===== config.mk =====
export PLATFORM = sky130hd
export DESIGN_NAME = alm_layer4_match
export DESIGN_NICKNAME = d
export VERILOG_FILES = /design/src/shared/alm_pkg.sv /design/src/rtl/alm_layer4_match.sv /design/src/rtl/alm_byte_bank.sv
export SDC_FILE = /design/constraint.sdc
export NUM_CORES = 1
export LEC_CHECK = 0
export BUFFER_PORTS_ARGS = -buffer_cell sky130_fd_sc_hd__clkbuf_2
export CORE_MARGIN = 4
export CORE_UTILIZATION = 47
export CTS_CLUSTER_SIZE = 10
export DETAILED_ROUTE_END_ITERATION = 7
export PLACE_DENSITY = 0.79
export SLEW_MARGIN = 20
export SYNTH_ARGS = -nofsm -noshare
export SYNTH_HDL_FRONTEND = slang
export SYNTH_SLANG_ARGS = --single-unit

===== constraint.sdc =====
create_clock -name sys_clk -period 3.67 [get_ports sys_clk]
set_input_delay 0.367 -clock sys_clk [delete_from_list [all_inputs] [get_ports sys_clk]]
set_output_delay 0.367 -clock sys_clk [all_outputs]
set_load 0.1 [all_outputs]

===== src/shared/alm_pkg.sv =====
// ==========================================================
// layer-4 match field constants
package alm_pkg;
  // ==========================================================
  // direct register addresses
  localparam logic [7:0] ALM_TBL_SEL_ADDR = 8'h6e;
  localparam logic [7:0] ALM_OFS_ADDR     = 8'h6f;
  localparam logic [7:0] ALM_DATA_ADDR    = 8'ha0;
  localparam logic [7:0] ALM_TBL_SEL_RST  = 8'h00;
  localparam logic [7:0] ALM_OFS_RST      = 8'h00;
  localparam logic [7:0] ALM_RD_ZERO      = 8'h00;

  // ==========================================================
  // table select fields
  localparam int         ALM_TBL_HI   = 7;
  localparam int         ALM_TBL_LO   = 5;
  localparam int         ALM_PORT_HI  = 3;
  localparam int         ALM_PORT_LO  = 0;
  localparam logic [2:0] ALM_TBL_ACL  = 3'b010;
  localparam logic [3:0] ALM_PORT_MIN = 4'h1;

  // ==========================================================
  // indirect byte offsets and storage slots
  localparam int         ALM_NPORT      = 4;
  localparam int         ALM_NSLOT      = 5;
  localparam logic [7:0] ALM_OFS_MIN_LO = 8'h05;
  localparam logic [7:0] ALM_OFS_CTRL   = 8'h06;
  localparam logic [7:0] ALM_OFS_PROTO  = 8'h07;
  localparam logic [7:0] ALM_OFS_TCP_FLAG_MASK   = 8'h08;
  localparam logic [7:0] ALM_OFS_FLAG   = 8'h09;
  localparam logic [2:0] ALM_SLOT_MIN_LO = 3'h0;
  localparam logic [2:0] ALM_SLOT_CTRL   = 3'h1;
  localparam logic [2:0] ALM_SLOT_PROTO  = 3'h2;
  localparam logic [2:0] ALM_SLOT_TCP_FLAG_MASK   = 3'h3;
  localparam logic [2:0] ALM_SLOT_FLAG   = 3'h4;

  // ==========================================================
  // control byte fields and reset values
  localparam int         ALM_MODE_HI      = 2;
  localparam int         ALM_MODE_LO      = 1;
  localparam int         ALM_PRO7_BIT     = 0;
  localparam int         ALM_PRO_LOW_HI   = 6;
  localparam logic [7:0] ALM_CTRL_WR_MASK = 8'h07;
  localparam logic [7:0] ALM_RST_MIN_LO   = 8'h00;
  localparam logic [7:0] ALM_RST_CTRL     = 8'h00;
  localparam logic [7:0] ALM_RST_PROTO    = 8'h00;
  localparam logic [7:0] ALM_RST_TCP_FLAG_MASK     = 8'h00;
  localparam logic [7:0] ALM_RST_FLAG     = 8'h00;

  typedef enum logic [1:0] {
    ALM_PC_OFF    = 2'b00,
    ALM_PC_EITHER = 2'b01,
    ALM_PC_IN     = 2'b10,
    ALM_PC_OUT    = 2'b11
  } alm_pc_mode_e;

  function automatic logic [7:0] alm_slot_rst(input int slot);
    case (slot)
      0:       alm_slot_rst = ALM_RST_MIN_LO;
      1:       alm_slot_rst = ALM_RST_CTRL;
      2:       alm_slot_rst = ALM_RST_PROTO;
      3:       alm_slot_rst = ALM_RST_TCP_FLAG_MASK;
      default: alm_slot_rst = ALM_RST_FLAG;
    endcase
  endfunction
endpackage


===== src/rtl/alm_layer4_match.sv =====
`timescale 1ns/100ps
module alm_layer4_match import alm_pkg::*; #(
  parameter int NPORT = ALM_NPORT,
  parameter int PIW   = 2
) (
  // clock and reset
  input  wire logic            sys_clk,
  input  wire logic            rst_n,
  // register port
  input  wire logic [7:0]      reg_addr,
  input  wire logic            reg_wr,
  input  wire logic            reg_rd,
  input  wire logic [7:0]      reg_wdata,
  output logic      [7:0]      reg_rdata_r,
  output logic                 reg_rvalid_r,
  // packet fields
  input  wire logic            pkt_valid,
  input  wire logic [PIW-1:0]  pkt_port_idx,
  input  wire logic [15:0]     pkt_l4_value,
  input  wire logic [7:0]      pkt_proto,
  input  wire logic [7:0]      pkt_tcp_flags,
  input  wire logic [15:0]     bound_max,
  input  wire logic [7:0]      bound_min_hi,
  // match results
  output logic                 match_valid_r,
  output logic                 port_match_r,
  output logic                 proto_match_r,
  output logic                 flag_match_r
);
  localparam int DEPTH = NPORT * ALM_NSLOT;
  localparam int AW    = $clog2(DEPTH);

  // ==========================================================
  // decode helpers
  function automatic logic [3:0] slot_of(input logic [7:0] ofs);
    case (ofs)
      ALM_OFS_MIN_LO: slot_of = {1'b1, ALM_SLOT_MIN_LO};
      ALM_OFS_CTRL:   slot_of = {1'b1, ALM_SLOT_CTRL};
      ALM_OFS_PROTO:  slot_of = {1'b1, ALM_SLOT_PROTO};
      ALM_OFS_TCP_FLAG_MASK:   slot_of = {1'b1, ALM_SLOT_TCP_FLAG_MASK};
      ALM_OFS_FLAG:   slot_of = {1'b1, ALM_SLOT_FLAG};
      default:        slot_of = 4'h0;
    endcase
  endfunction

  function automatic logic [7:0] byte_at(input logic [DEPTH*8-1:0] q,
                                         input int                 idx,
                                         input logic [2:0]         slot);
    byte_at = q[(idx * ALM_NSLOT + int'(slot)) * 8 +: 8];
  endfunction

  // ==========================================================
  // select and offset registers
  logic [7:0]          tbl_sel_r;
  logic [7:0]          tbl_sel_nxt;
  logic [7:0]          ofs_r;
  logic [7:0]          ofs_nxt;
  logic [3:0]          port_num;
  logic [3:0]          slot_hit;
  logic                win_ok;
  logic [AW-1:0]       bank_addr;
  logic                bank_wr;
  logic [7:0]          bank_wdata;
  logic [7:0]          bank_rdata;
  logic [DEPTH*8-1:0]  bank_q;
  logic [7:0]          win_byte;

  always_comb begin
    tbl_sel_nxt = tbl_sel_r;
    ofs_nxt     = ofs_r;
    if (reg_wr && reg_addr == ALM_TBL_SEL_ADDR) begin
      tbl_sel_nxt = reg_wdata;
    end
    if (reg_wr && reg_addr == ALM_OFS_ADDR) begin
      ofs_nxt = reg_wdata;
    end
  end

  always_ff @(posedge sys_clk) begin
    tbl_sel_r <= !rst_n ? ALM_TBL_SEL_RST : tbl_sel_nxt;
    ofs_r     <= !rst_n ? ALM_OFS_RST : ofs_nxt;
  end

  // ==========================================================
  // data window decode
  // a wrong table code or port leaves the window dead: reads give zero
  always_comb begin
    port_num  = tbl_sel_r[ALM_PORT_HI:ALM_PORT_LO];
    slot_hit  = slot_of(ofs_r);
    win_ok    = (tbl_sel_r[ALM_TBL_HI:ALM_TBL_LO] == ALM_TBL_ACL)
                && (port_num >= ALM_PORT_MIN)
                && (port_num <= 4'(NPORT))
                && slot_hit[3];
    bank_addr = AW'((int'(port_num) - 1) * ALM_NSLOT + int'(slot_hit[2:0]));
    if (!win_ok) begin
      bank_addr = '0;
    end
    win_byte   = win_ok ? bank_q[int'(bank_addr) * 8 +: 8] : ALM_RD_ZERO;
    bank_wr    = reg_wr && (reg_addr == ALM_DATA_ADDR) && win_ok;
    bank_wdata = reg_wdata;
    if (slot_hit[2:0] == ALM_SLOT_CTRL) begin
      bank_wdata = reg_wdata & ALM_CTRL_WR_MASK;
    end
  end

  alm_byte_bank #(
    .NPORT (NPORT),
    .NSLOT (ALM_NSLOT)
  ) u_bank (
    .sys_clk (sys_clk),
    .rst_n   (rst_n),
    .wr_en   (bank_wr),
    .wr_addr (bank_addr),
    .wr_data (bank_wdata),
    .rd_addr (bank_addr),
    .rd_data (bank_rdata),
    .all_q   (bank_q)
  );

  // ==========================================================
  // read pipeline, two cycles so window data come from the bank register
  logic       rd_p1_r;
  logic       rd_p1_nxt;
  logic       rd_win_r;
  logic       rd_win_nxt;
  logic [7:0] rd_imm_r;
  logic [7:0] rd_imm_nxt;
  logic [7:0] rdata_nxt;

  always_comb begin
    rd_p1_nxt  = reg_rd;
    rd_win_nxt = reg_rd && (reg_addr == ALM_DATA_ADDR) && win_ok;
    case (reg_addr)
      ALM_TBL_SEL_ADDR: rd_imm_nxt = tbl_sel_r;
      ALM_OFS_ADDR:     rd_imm_nxt = ofs_r;
      default:          rd_imm_nxt = ALM_RD_ZERO;
    endcase
    // read data hold between answers, so a late look still sees the last byte
    rdata_nxt = reg_rdata_r;
    if (rd_p1_r) begin
      rdata_nxt = rd_win_r ? bank_rdata : rd_imm_r;
    end
  end

  always_ff @(posedge sys_clk) begin
    rd_p1_r      <= !rst_n ? 1'b0 : rd_p1_nxt;
    rd_win_r     <= !rst_n ? 1'b0 : rd_win_nxt;
    rd_imm_r     <= !rst_n ? ALM_RD_ZERO : rd_imm_nxt;
    reg_rvalid_r <= !rst_n ? 1'b0 : rd_p1_r;
    reg_rdata_r  <= !rst_n ? ALM_RD_ZERO : rdata_nxt;
  end

  // ==========================================================
  // match evaluation for the packet's port
  logic [7:0]   min_lo;
  logic [7:0]   ctrl_b;
  logic [7:0]   pro_b;
  logic [7:0]   tcp_flag_mask_b;
  logic [7:0]   flag_b;
  logic [15:0]  min_bound;
  logic [7:0]   proto_num;
  alm_pc_mode_e mode;
  logic         port_m_nxt;
  logic         proto_m_nxt;
  logic         flag_m_nxt;

  always_comb begin
    min_lo    = byte_at(bank_q, int'(pkt_port_idx), ALM_SLOT_MIN_LO);
    ctrl_b    = byte_at(bank_q, int'(pkt_port_idx), ALM_SLOT_CTRL);
    pro_b     = byte_at(bank_q, int'(pkt_port_idx), ALM_SLOT_PROTO);
    tcp_flag_mask_b    = byte_at(bank_q, int'(pkt_port_idx), ALM_SLOT_TCP_FLAG_MASK);
    flag_b    = byte_at(bank_q, int'(pkt_port_idx), ALM_SLOT_FLAG);
    min_bound = {bound_min_hi, min_lo};
    mode      = alm_pc_mode_e'(ctrl_b[ALM_MODE_HI:ALM_MODE_LO]);
    proto_num = {ctrl_b[ALM_PRO7_BIT], pro_b[ALM_PRO_LOW_HI:0]};
    case (mode)
      ALM_PC_OFF:    port_m_nxt = 1'b1;
      ALM_PC_EITHER: port_m_nxt = (pkt_l4_value == bound_max)
                                  || (pkt_l4_value == min_bound);
      ALM_PC_IN:     port_m_nxt = (pkt_l4_value >= min_bound)
                                  && (pkt_l4_value <= bound_max);
      ALM_PC_OUT:    port_m_nxt = (pkt_l4_value < min_bound)
                                  || (pkt_l4_value > bound_max);
      default:       port_m_nxt = 1'b0;
    endcase
    proto_m_nxt = (pkt_proto == proto_num);
    flag_m_nxt  = ((pkt_tcp_flags ^ flag_b) & tcp_flag_mask_b) == 8'h00;
  end

  // match bits hold until the next packet, match_valid_r is a one-cycle pulse
  always_ff @(posedge sys_clk) begin
    match_valid_r <= !rst_n ? 1'b0 : pkt_valid;
    port_match_r  <= !rst_n ? 1'b0 : (pkt_valid ? port_m_nxt : port_match_r);
    proto_match_r <= !rst_n ? 1'b0 : (pkt_valid ? proto_m_nxt : proto_match_r);
    flag_match_r  <= !rst_n ? 1'b0 : (pkt_valid ? flag_m_nxt : flag_match_r);
  end

  // ==========================================================
  // assertions
  logic win_wr_stay;
  assign win_wr_stay = bank_wr && !(reg_wr && reg_addr inside {ALM_TBL_SEL_ADDR, ALM_OFS_ADDR});

  property p_win_wr;
    @(posedge sys_clk) disable iff (!rst_n)
      win_wr_stay && slot_hit[2:0] != ALM_SLOT_CTRL |=> win_byte == $past(reg_wdata);
  endproperty
  a_win_wr: assert property (p_win_wr) else $error("window write not stored");

  property p_win_rd;
    @(posedge sys_clk) disable iff (!rst_n)
      reg_rd && !reg_wr && reg_addr == ALM_DATA_ADDR |-> ##2 reg_rvalid_r
        && reg_rdata_r == $past(win_byte, 2);
  endproperty
  a_win_rd: assert property (p_win_rd) else $error("window read data wrong");

  property p_min_in;
    @(posedge sys_clk) disable iff (!rst_n)
      pkt_valid && mode == ALM_PC_IN && pkt_l4_value < min_bound |=> !port_match_r;
  endproperty
  a_min_in: assert property (p_min_in) else $error("value below min matched");

  property p_mode_off;
    @(posedge sys_clk) disable iff (!rst_n)
      pkt_valid && mode == ALM_PC_OFF |=> port_match_r && match_valid_r;
  endproperty
  a_mode_off: assert property (p_mode_off) else $error("disabled compare not a match");

  property p_mode_either;
    @(posedge sys_clk) disable iff (!rst_n)
      pkt_valid && mode == ALM_PC_EITHER |=> port_match_r == ($past(pkt_l4_value)
        == $past(bound_max) || $past(pkt_l4_value) == $past(min_bound));
  endproperty
  a_mode_either: assert property (p_mode_either) else $error("either-bound match wrong");

  property p_mode_out;
    @(posedge sys_clk) disable iff (!rst_n)
      pkt_valid && mode == ALM_PC_OUT |=> port_match_r == ($past(pkt_l4_value)
        < $past(min_bound) || $past(pkt_l4_value) > $past(bound_max));
  endproperty
  a_mode_out: assert property (p_mode_out) else $error("out-of-range match wrong");

  property p_proto;
    @(posedge sys_clk) disable iff (!rst_n)
      pkt_valid |=> proto_match_r == ($past(pkt_proto) == {$past(ctrl_b[0]), $past(pro_b[6:0])});
  endproperty
  a_proto: assert property (p_proto) else $error("protocol match wrong");

  property p_tcp_flag_mask_rst;
    @(posedge sys_clk) disable iff (!rst_n)
      $past(!rst_n) |-> tcp_flag_mask_b == ALM_RST_TCP_FLAG_MASK && win_byte == ALM_RD_ZERO;
  endproperty
  a_tcp_flag_mask_rst: assert property (p_tcp_flag_mask_rst) else $error("mask not zero after reset");

  property p_flag;
    @(posedge sys_clk) disable iff (!rst_n)
      pkt_valid ##1 !pkt_valid |-> flag_match_r == ((($past(pkt_tcp_flags)
        ^ $past(flag_b)) & $past(tcp_flag_mask_b)) == 8'h00) ##1 $stable(flag_match_r);
  endproperty
  a_flag: assert property (p_flag) else $error("flag match wrong");

  property p_ctrl_rsvd;
    @(posedge sys_clk) disable iff (!rst_n)
      win_wr_stay && slot_hit[2:0] == ALM_SLOT_CTRL |=> win_byte
        == ($past(reg_wdata) & ALM_CTRL_WR_MASK);
  endproperty
  a_ctrl_rsvd: assert property (p_ctrl_rsvd) else $error("reserved control bits kept");
endmodule


===== src/rtl/alm_byte_bank.sv =====
`timescale 1ns/100ps
// ==========================================================
// per-port field bytes, registered read, flat view for matching
module alm_byte_bank import alm_pkg::*; #(
  parameter int NPORT = ALM_NPORT,
  parameter int NSLOT = ALM_NSLOT,
  parameter int DEPTH = NPORT * NSLOT,
  parameter int AW    = $clog2(DEPTH)
) (
  // clock and reset
  input  wire logic                 sys_clk,
  input  wire logic                 rst_n,
  // write port
  input  wire logic                 wr_en,
  input  wire logic [AW-1:0]        wr_addr,
  input  wire logic [7:0]           wr_data,
  // read port
  input  wire logic [AW-1:0]        rd_addr,
  output logic      [7:0]           rd_data,
  // all contents
  output logic      [DEPTH*8-1:0]   all_q
);
  logic [7:0] mem_r   [DEPTH];
  logic [7:0] mem_nxt [DEPTH];

  always_comb begin
    for (int i = 0; i < DEPTH; i++) begin
      mem_nxt[i] = (wr_en && (wr_addr == AW'(i))) ? wr_data : mem_r[i];
    end
  end

  always_ff @(posedge sys_clk) begin
    for (int i = 0; i < DEPTH; i++) begin
      mem_r[i] <= !rst_n ? alm_slot_rst(i % NSLOT) : mem_nxt[i];
    end
    rd_data <= !rst_n ? ALM_RD_ZERO : mem_r[rd_addr];
  end

  genvar g;
  generate
    for (g = 0; g < DEPTH; g++) begin : g_flat
      assign all_q[g*8 +: 8] = mem_r[g];
    end
  endgenerate
endmodule


# [Word-level counts from Yosys, hierarchy flattened]
# Memory sizes are Yosys's and may differ from the RTL's. A register that Yosys moved wholly into a read port is not among the register bits.
# Index checks and enable logic that the tools add are counted.
[classes] bitwise_logic=2 n_reduce_logical=36 mul=2 eq_ne=35 addsub=6 muxes=46 order_cmp=6 shift=5
[ops] operator="two-way mux 8 bit" count=42
[ops] operator="variable part select 160 x 32 -> 8 bit" count=2
[ops] operator="variable part select 160 x 10 -> 8 bit" count=1
[ops] operator="variable part select 160 x 32 -> 3 bit" count=1
[ops] operator="variable part select 160 x 32 -> 7 bit" count=1
[ops] operator="adder 29 x 3 -> 29 bit, second input constant" count=2
[ops] operator="== test 5 x 4 -> 1 bit, second input constant" count=8
[ops] operator="== test 16 bit" count=2
[ops] operator="logical AND 1 bit" count=30
[ops] operator="adder 29 x 2 -> 29 bit, second input constant" count=1
[ops] operator="== test 8 x 3 -> 1 bit, second input constant" count=3
[ops] operator="== test 5 x 3 -> 1 bit, second input constant" count=4
[ops] operator="== test 5 bit, second input constant" count=4
[ops] operator="case mux 4 bit (5 select lines)" count=1
[ops] operator="== test 8 x 4 -> 1 bit, second input constant" count=2
[ops] operator="== test 8 x 7 -> 1 bit, second input constant" count=2
[ops] operator=">= comparator 16 bit" count=1
[ops] operator="> comparator 16 bit" count=1
[ops] operator="less-or-equal comparator 16 bit" count=1
[ops] operator="< comparator 16 bit" count=1
[ops] operator="case mux 8 bit (2 select lines)" count=1
[ops] operator="== test 5 x 2 -> 1 bit, second input constant" count=2
[ops] operator="bitwise AND 8 bit" count=1
[ops] operator="== test 8 bit" count=1
[ops] operator="other kinds (21)" count=23
[word_totals] ff_bits=39 mem_count=1 output_inout_bits=13 ram_bits=160
[mem_list] memory="u_bank.mem_r" words=20 width=8 read_ports=21 rd_ports_with_merged_regs=1 write_ports=20 line_no="alm_byte_bank.sv:23" source="logic [7:0] mem_r [DEPTH];"

# [Depth between registers and ports, before layout]
[logic_depth] ltp_word=9 ltp_mapped=16 ltp_nobuf=15

# [Modules after synthesis]
# A second synthesis with hierarchy kept.
[unflattened] hier_cells=1416 area_unflattened_um2=13484.2
[by_module_without_submodules] module="alm_byte_bank" seq_area_each_um2=3363.2 n_inst=1 area_per_inst_um2=7787.5 cells_each=854
[by_module_without_submodules] module="alm_layer4_match" seq_area_each_um2=780.7 n_inst=1 area_per_inst_um2=5696.7 cells_each=562

# [Least setup slack after synthesis]
# Ideal clock, no wire load.
[synth_path] path_type="reg-to-reg" start="reg tbl_sel_r[0]" end="mem u_bank.mem_r[17][0]" n_path_buf=2 path_stages_with_launch=16 setup_ps=128 slack_ps=-182 period_less_slack_ps=3852 required_time_ps=3542 arrival_time_ps=3724 cell_sequence="dfxtp_1 > inv_1 > ha_1 > xor2_1 > ha_1 > ha_1 > inv_1 > fa_1 > clkbuf_1 > nand2_1 > and4_2 > or4_4 > buf_6 > nor3_4 > mux2i_1 > nor2_1"
[synth_rtl] element="start: declaration" line_no="alm_layer4_match.sv:54" source="logic [7:0] tbl_sel_r;"
[synth_rtl] element="start signal: assignment" line_no="alm_layer4_match.sv:80" source="tbl_sel_r <= !rst_n ? ALM_TBL_SEL_RST : tbl_sel_nxt;"
[synth_rtl] element="end: declaration" line_no="alm_byte_bank.sv:23"

==> flow_results.org <==
** Finish
- Number of standard cells in the layout, taps in and fillers out :: 1,866
- Util after Layout :: 56.8%
- The post-route netlist has 28.1% of its cells at a drive strength greater than 1.
- Summed area of non-filler cells in the final layout :: 15,400 sq um
- Area added between synthesis and finish :: 17.9%
- The layout has 2,259 filler cells.
- The net count of the finished layout is 1,616.

** Detailed routing
- After detailed routing, the total wire length is 43,900 um.
- After detailed routing, the number of vias per cell comes to 6.55.
- In this run, the number of DRC markers left after iteration 0 of detailed routing was 1,567.
- Remaining antenna violation count after routing :: 0
- Summing over every cut layer, the via total after detailed routing is 12,229.
- In the final routed layout, each cell accounts on average for 23.5 um.
- In the routed design, unresolved DRC markers number 0.
- Number of search-and-repair iterations in the first detailed-routing pass :: 8

** Power
- The share of total power dissipated in combinational logic is 10.4%.
- IR analysis of the VDD net gives a maximum drop of 0.000361 V.
- Switching share of total power :: 25.9%
- The clock network burns 43.8% of the power.
- Sequential cells account for 45.8% of the total power.
- In this run the power spent charging and discharging nets is 1.28 mW.
- In this run the static leakage power is 6.40 nW.
- Internal portion of total power :: 3.67 mW
- PwrDens :: 320 nW/um^2

** Clocking
- Clock-pin slew was measured on the worst setup and hold paths at 0.06 ns.
- H-Tree Depth :: 1
- Clock latency on the worst-skew pair :: 0.53 ns
- Clk sink count :: 207
- Clock Tree Root :: clkbuf_16
- CTS Buf Count :: 25
- TritonCTS built the clock tree.
- Cts hold-fix bufs :: 0
- No sink is reached through more buffers than the 3 on the longest clock path.

** Timing
- Across all hold checks on the routed design, the worst slack comes to 0.0745 ns.
- Final-report hold violation count :: 0
- Timing would allow up to 0.270 GHz.
- At the pin with the least slew margin, the transition time is 0.991 ns.
- Unrepaired setup endpoints after global routing :: true
- Between clock sinks in the finished design, the worst skew comes to 0.0131 ns.
- Clock period minus final worst setup slack :: 3.70 ns
- In the finished design, the share of the clock period the worst path needs comes to 101%.
- The worst pin sits at a relative slew slack of 33.6%.
- Setup violations remaining at the end of the flow were counted as 11.
- Final worst-path setup slack :: -0.0343 ns
- The max-slew violation count is 0.

** Synth
- Sorting the synthesized cells by how often they occur yields dfxtp_1, nor2_1, mux2i_1, clkbuf_1, nand2_1.
- Of all flip-flops after synthesis, the portion carrying an async set or reset was 0%.
- After synthesis, the largest area contributor takes up 31.6% of total cell area.
- Yosys printed 0 warnings.
- Cell with the most instances after synthesis :: dfxtp_1
- The number of different library cells used by synthesis comes to 75.
- Cells after Synth :: 1,367
- Most common flop cell mapped by yosys :: dfxtp_1
- Yosys top cell by area :: dfxtp_1
- In this run, synthesis produced a sequential element count of 207.
- Sequential cells were found to cover 31.6% of the synthesized design area.
- Summing every instance area after synthesis gives 13,100 sq um.
- Sorting the synthesized cells by area gives the leading types as dfxtp_1, mux2i_1, mux4_2.
- Yosys mapped a number of flops with a built-in enable equal to 0.
- Post-Synthesis Net Count :: 1,494
- A synthesized cell averages 9.58 sq um.

** Global route
- The number of global-route vias before repair came to 12,071.
- Wire length of the first global-routing pass :: 67,500 um
- The number of antenna violations at the first check in global routing was 3.
- Entering global routing, the biggest net connects 81 pins.
- Global routing used 27.7% of the available tracks.
- After global routing the overflow that remains totals 0.

** Setup path
- Series of cell instances along the critical path :: inv_2, ha_2, xor2_1, ha_1, ha_1, ha_1, a21o_1, a21oi_1, xnor3_2, or4_4, nor3_4, buf_12, mux2i_1, nor2_1
- For the worst setup path, the data required time is 4.08 ns.
- The worst setup path is captured at a flop.
- Largest incremental delay on the critical path :: 0.54 ns
- Most Frequent Cell on Critical Path :: ha_1
- Arr. time, crit path :: 4.11 ns
- Critical Path Slowest Stage Cell :: or4_4
- Critical path launch point type :: flop
- Critical path class :: reg2reg
- Minimum setup slack among reg-to-reg paths :: -0.03 ns
- Along the worst path, the maximum fanout reaches 6.

** Placement
- Placed cell areas :: 14,600 sq um
- Port buffering added 91 buffers.
- Number of placed instances with taps included :: 1,827
- Worst setup timing slack at the placement stage :: -0.245 ns
- Final GP Congestion :: 0.984
- Detailed placement finished with a half-perimeter wire length of 30,300 um.

** Run
- The tool flagged a number of max-cap violations equal to 0.

** Die
- 92 I/O pins were placed.
- From bottom edge to top edge, the die measures 175 um.
- Floorplan row count :: 60
- Die W :: 175 um
- Once the floorplan was initialized, standard cells occupied 48.2% of the core.
- The core region is 27,200 sq um.
- Area enclosed by the die boundary :: 30,600 sq um

** Outcome
- Violated checks :: negative setup slack
- The run finished, with violations left.

** Hold path
- The tightest min-delay check is of the in2reg type.
-- metal layers --
metal,share of wire (%),wire [um],track usage [%]
met5,0.052,23,0
met4,8.2,3600,17.7
met3,13,5660,5.76
met2,44,19200,43.1
met1,35,15400,34.9
-- flip-flops by register name (all words and copies together), names as in the netlist --
register	cells
reg_rvalid_r	1
match_valid_r	1
rd_p1_r	1
u_bank.mem_r	160
tbl_sel_r	8
u_bank.rd_data	8
ofs_r	8
proto_match_r	1
flag_match_r	1
rd_imm_r	8
reg_rdata_r	8
rd_win_r	1
port_match_r	1
-- power by group through the flow --
stage	sequential (mW)	combinational, mW	clock, mW
3_3_place_gp	2.31	0.490	0
4_1_cts	2.26	0.504	2.17
2_1_floorplan	2.37	0.277	0
3_5_place_dp	2.31	0.500	0
5_1_grt	2.26	0.546	2.26
6_report	2.26	0.514	2.17
-- per-stage QoR --
stage	TNS (ns)	power, mW
after floorplan	-0.0844	2.64
after global placement	-0.784	2.80
after detailed placement	-2.41	2.81
after CTS	-0.0116	4.94
after global routing	-2.60	5.07
final	-0.183	4.95
-- logic make-up after synthesis --
logic type	count (synthesis)	share of synthesized area, %
xor gates and xnor gates	22	1.58
AOI/OAI and AO/OA	237	11.8
buffers and inverters	160	4.83
and+or+nand+nor	383	13.6
muxes	310	32.0
adders and majority gates	48	4.64
DFF	207	31.6
-- cell usage in the layout (no fill, tap or decap), types with 7 or more instances in the layout --
| cell | synthesis | layout |
|---|---|---|
| mux4_2 | 83 | 83 |
| xor2_1 | 13 | 12 |
| a221oi_1 | 8 | 7 |
| nor2_2 | 4 | 7 |
| a222oi_1 | 9 | 9 |
| clkbuf_2 | 0 | 89 |
| buf_4 | 1 | 101 |
| mux2i_1 | 189 | 187 |
| inv_1 | 45 | 42 |
| nand2_1 | 85 | 83 |
| a22oi_1 | 23 | 23 |
| nand3_1 | 16 | 16 |
| clkbuf_16 | 0 | 25 |
| mux2_2 | 38 | 38 |
| a21oi_1 | 63 | 60 |
| and2_1 | 7 | 7 |
| nor2b_1 | 11 | 8 |
| ha_1 | 47 | 41 |
| nor2_1 | 196 | 192 |
| o21ai_0 | 65 | 65 |
| buf_12 | 0 | 12 |
| dfxtp_1 | 207 | 204 |
| xnor2_1 | 8 | 7 |
| nor3_1 | 11 | 9 |
| a211oi_1 | 10 | 10 |
| nand4_1 | 11 | 11 |
-- worst paths after layout --
check                                  start                                to  depth (start not counted)
setup / recovery   tbl_sel_r[0]$_SDFFE_PN0P_  u_bank.mem_r[17][0]$_SDFFE_PN0P_                         14
hold / removal                        reg_rd                rd_p1_r$_SDFF_PN0_                          2
setup reg to reg   tbl_sel_r[0]$_SDFFE_PN0P_  u_bank.mem_r[17][0]$_SDFFE_PN0P_                         14
hold reg to reg   proto_match_r$_SDFFE_PN0P_        proto_match_r$_SDFFE_PN0P_                          2
-- cell type report --
| cell class | instances | area, sq um | area share [%] |
|---|---|---|---|
| multi-input cells | 1000 | 8480 | 54.9 |
| flip-flops and latches | 207 | 4150 | 26.9 |
| repair buffers | 207 | 1490 | 9.67 |
| clock buffers | 29 | 651 | 4.21 |
| well taps | 372 | 465 | 3.01 |
| inverters | 48 | 185 | 1.20 |
| clock inverters | 2 | 17.5 | 0.113 |
| diodes | 1 | 2.50 | 0.0162 |
-- critical path, delay by kind of cell (launching register included) --
kind            cells  cell delay [ns]
compound gates      2             0.36
simple gates        3             0.86
mux                 1             0.22
flops               1             0.35
buf+inv             2             0.23
fa+ha+maj           4             1.09
xor+xnor            2             0.46
-- repair_timing --
action,in CTS,in global routing
setup endpoints to repair,38,99
resized for setup,9,20
setup buffers,7,0
pin swaps,6,5
No activity file was read; power rests on OpenSTA's default activity.
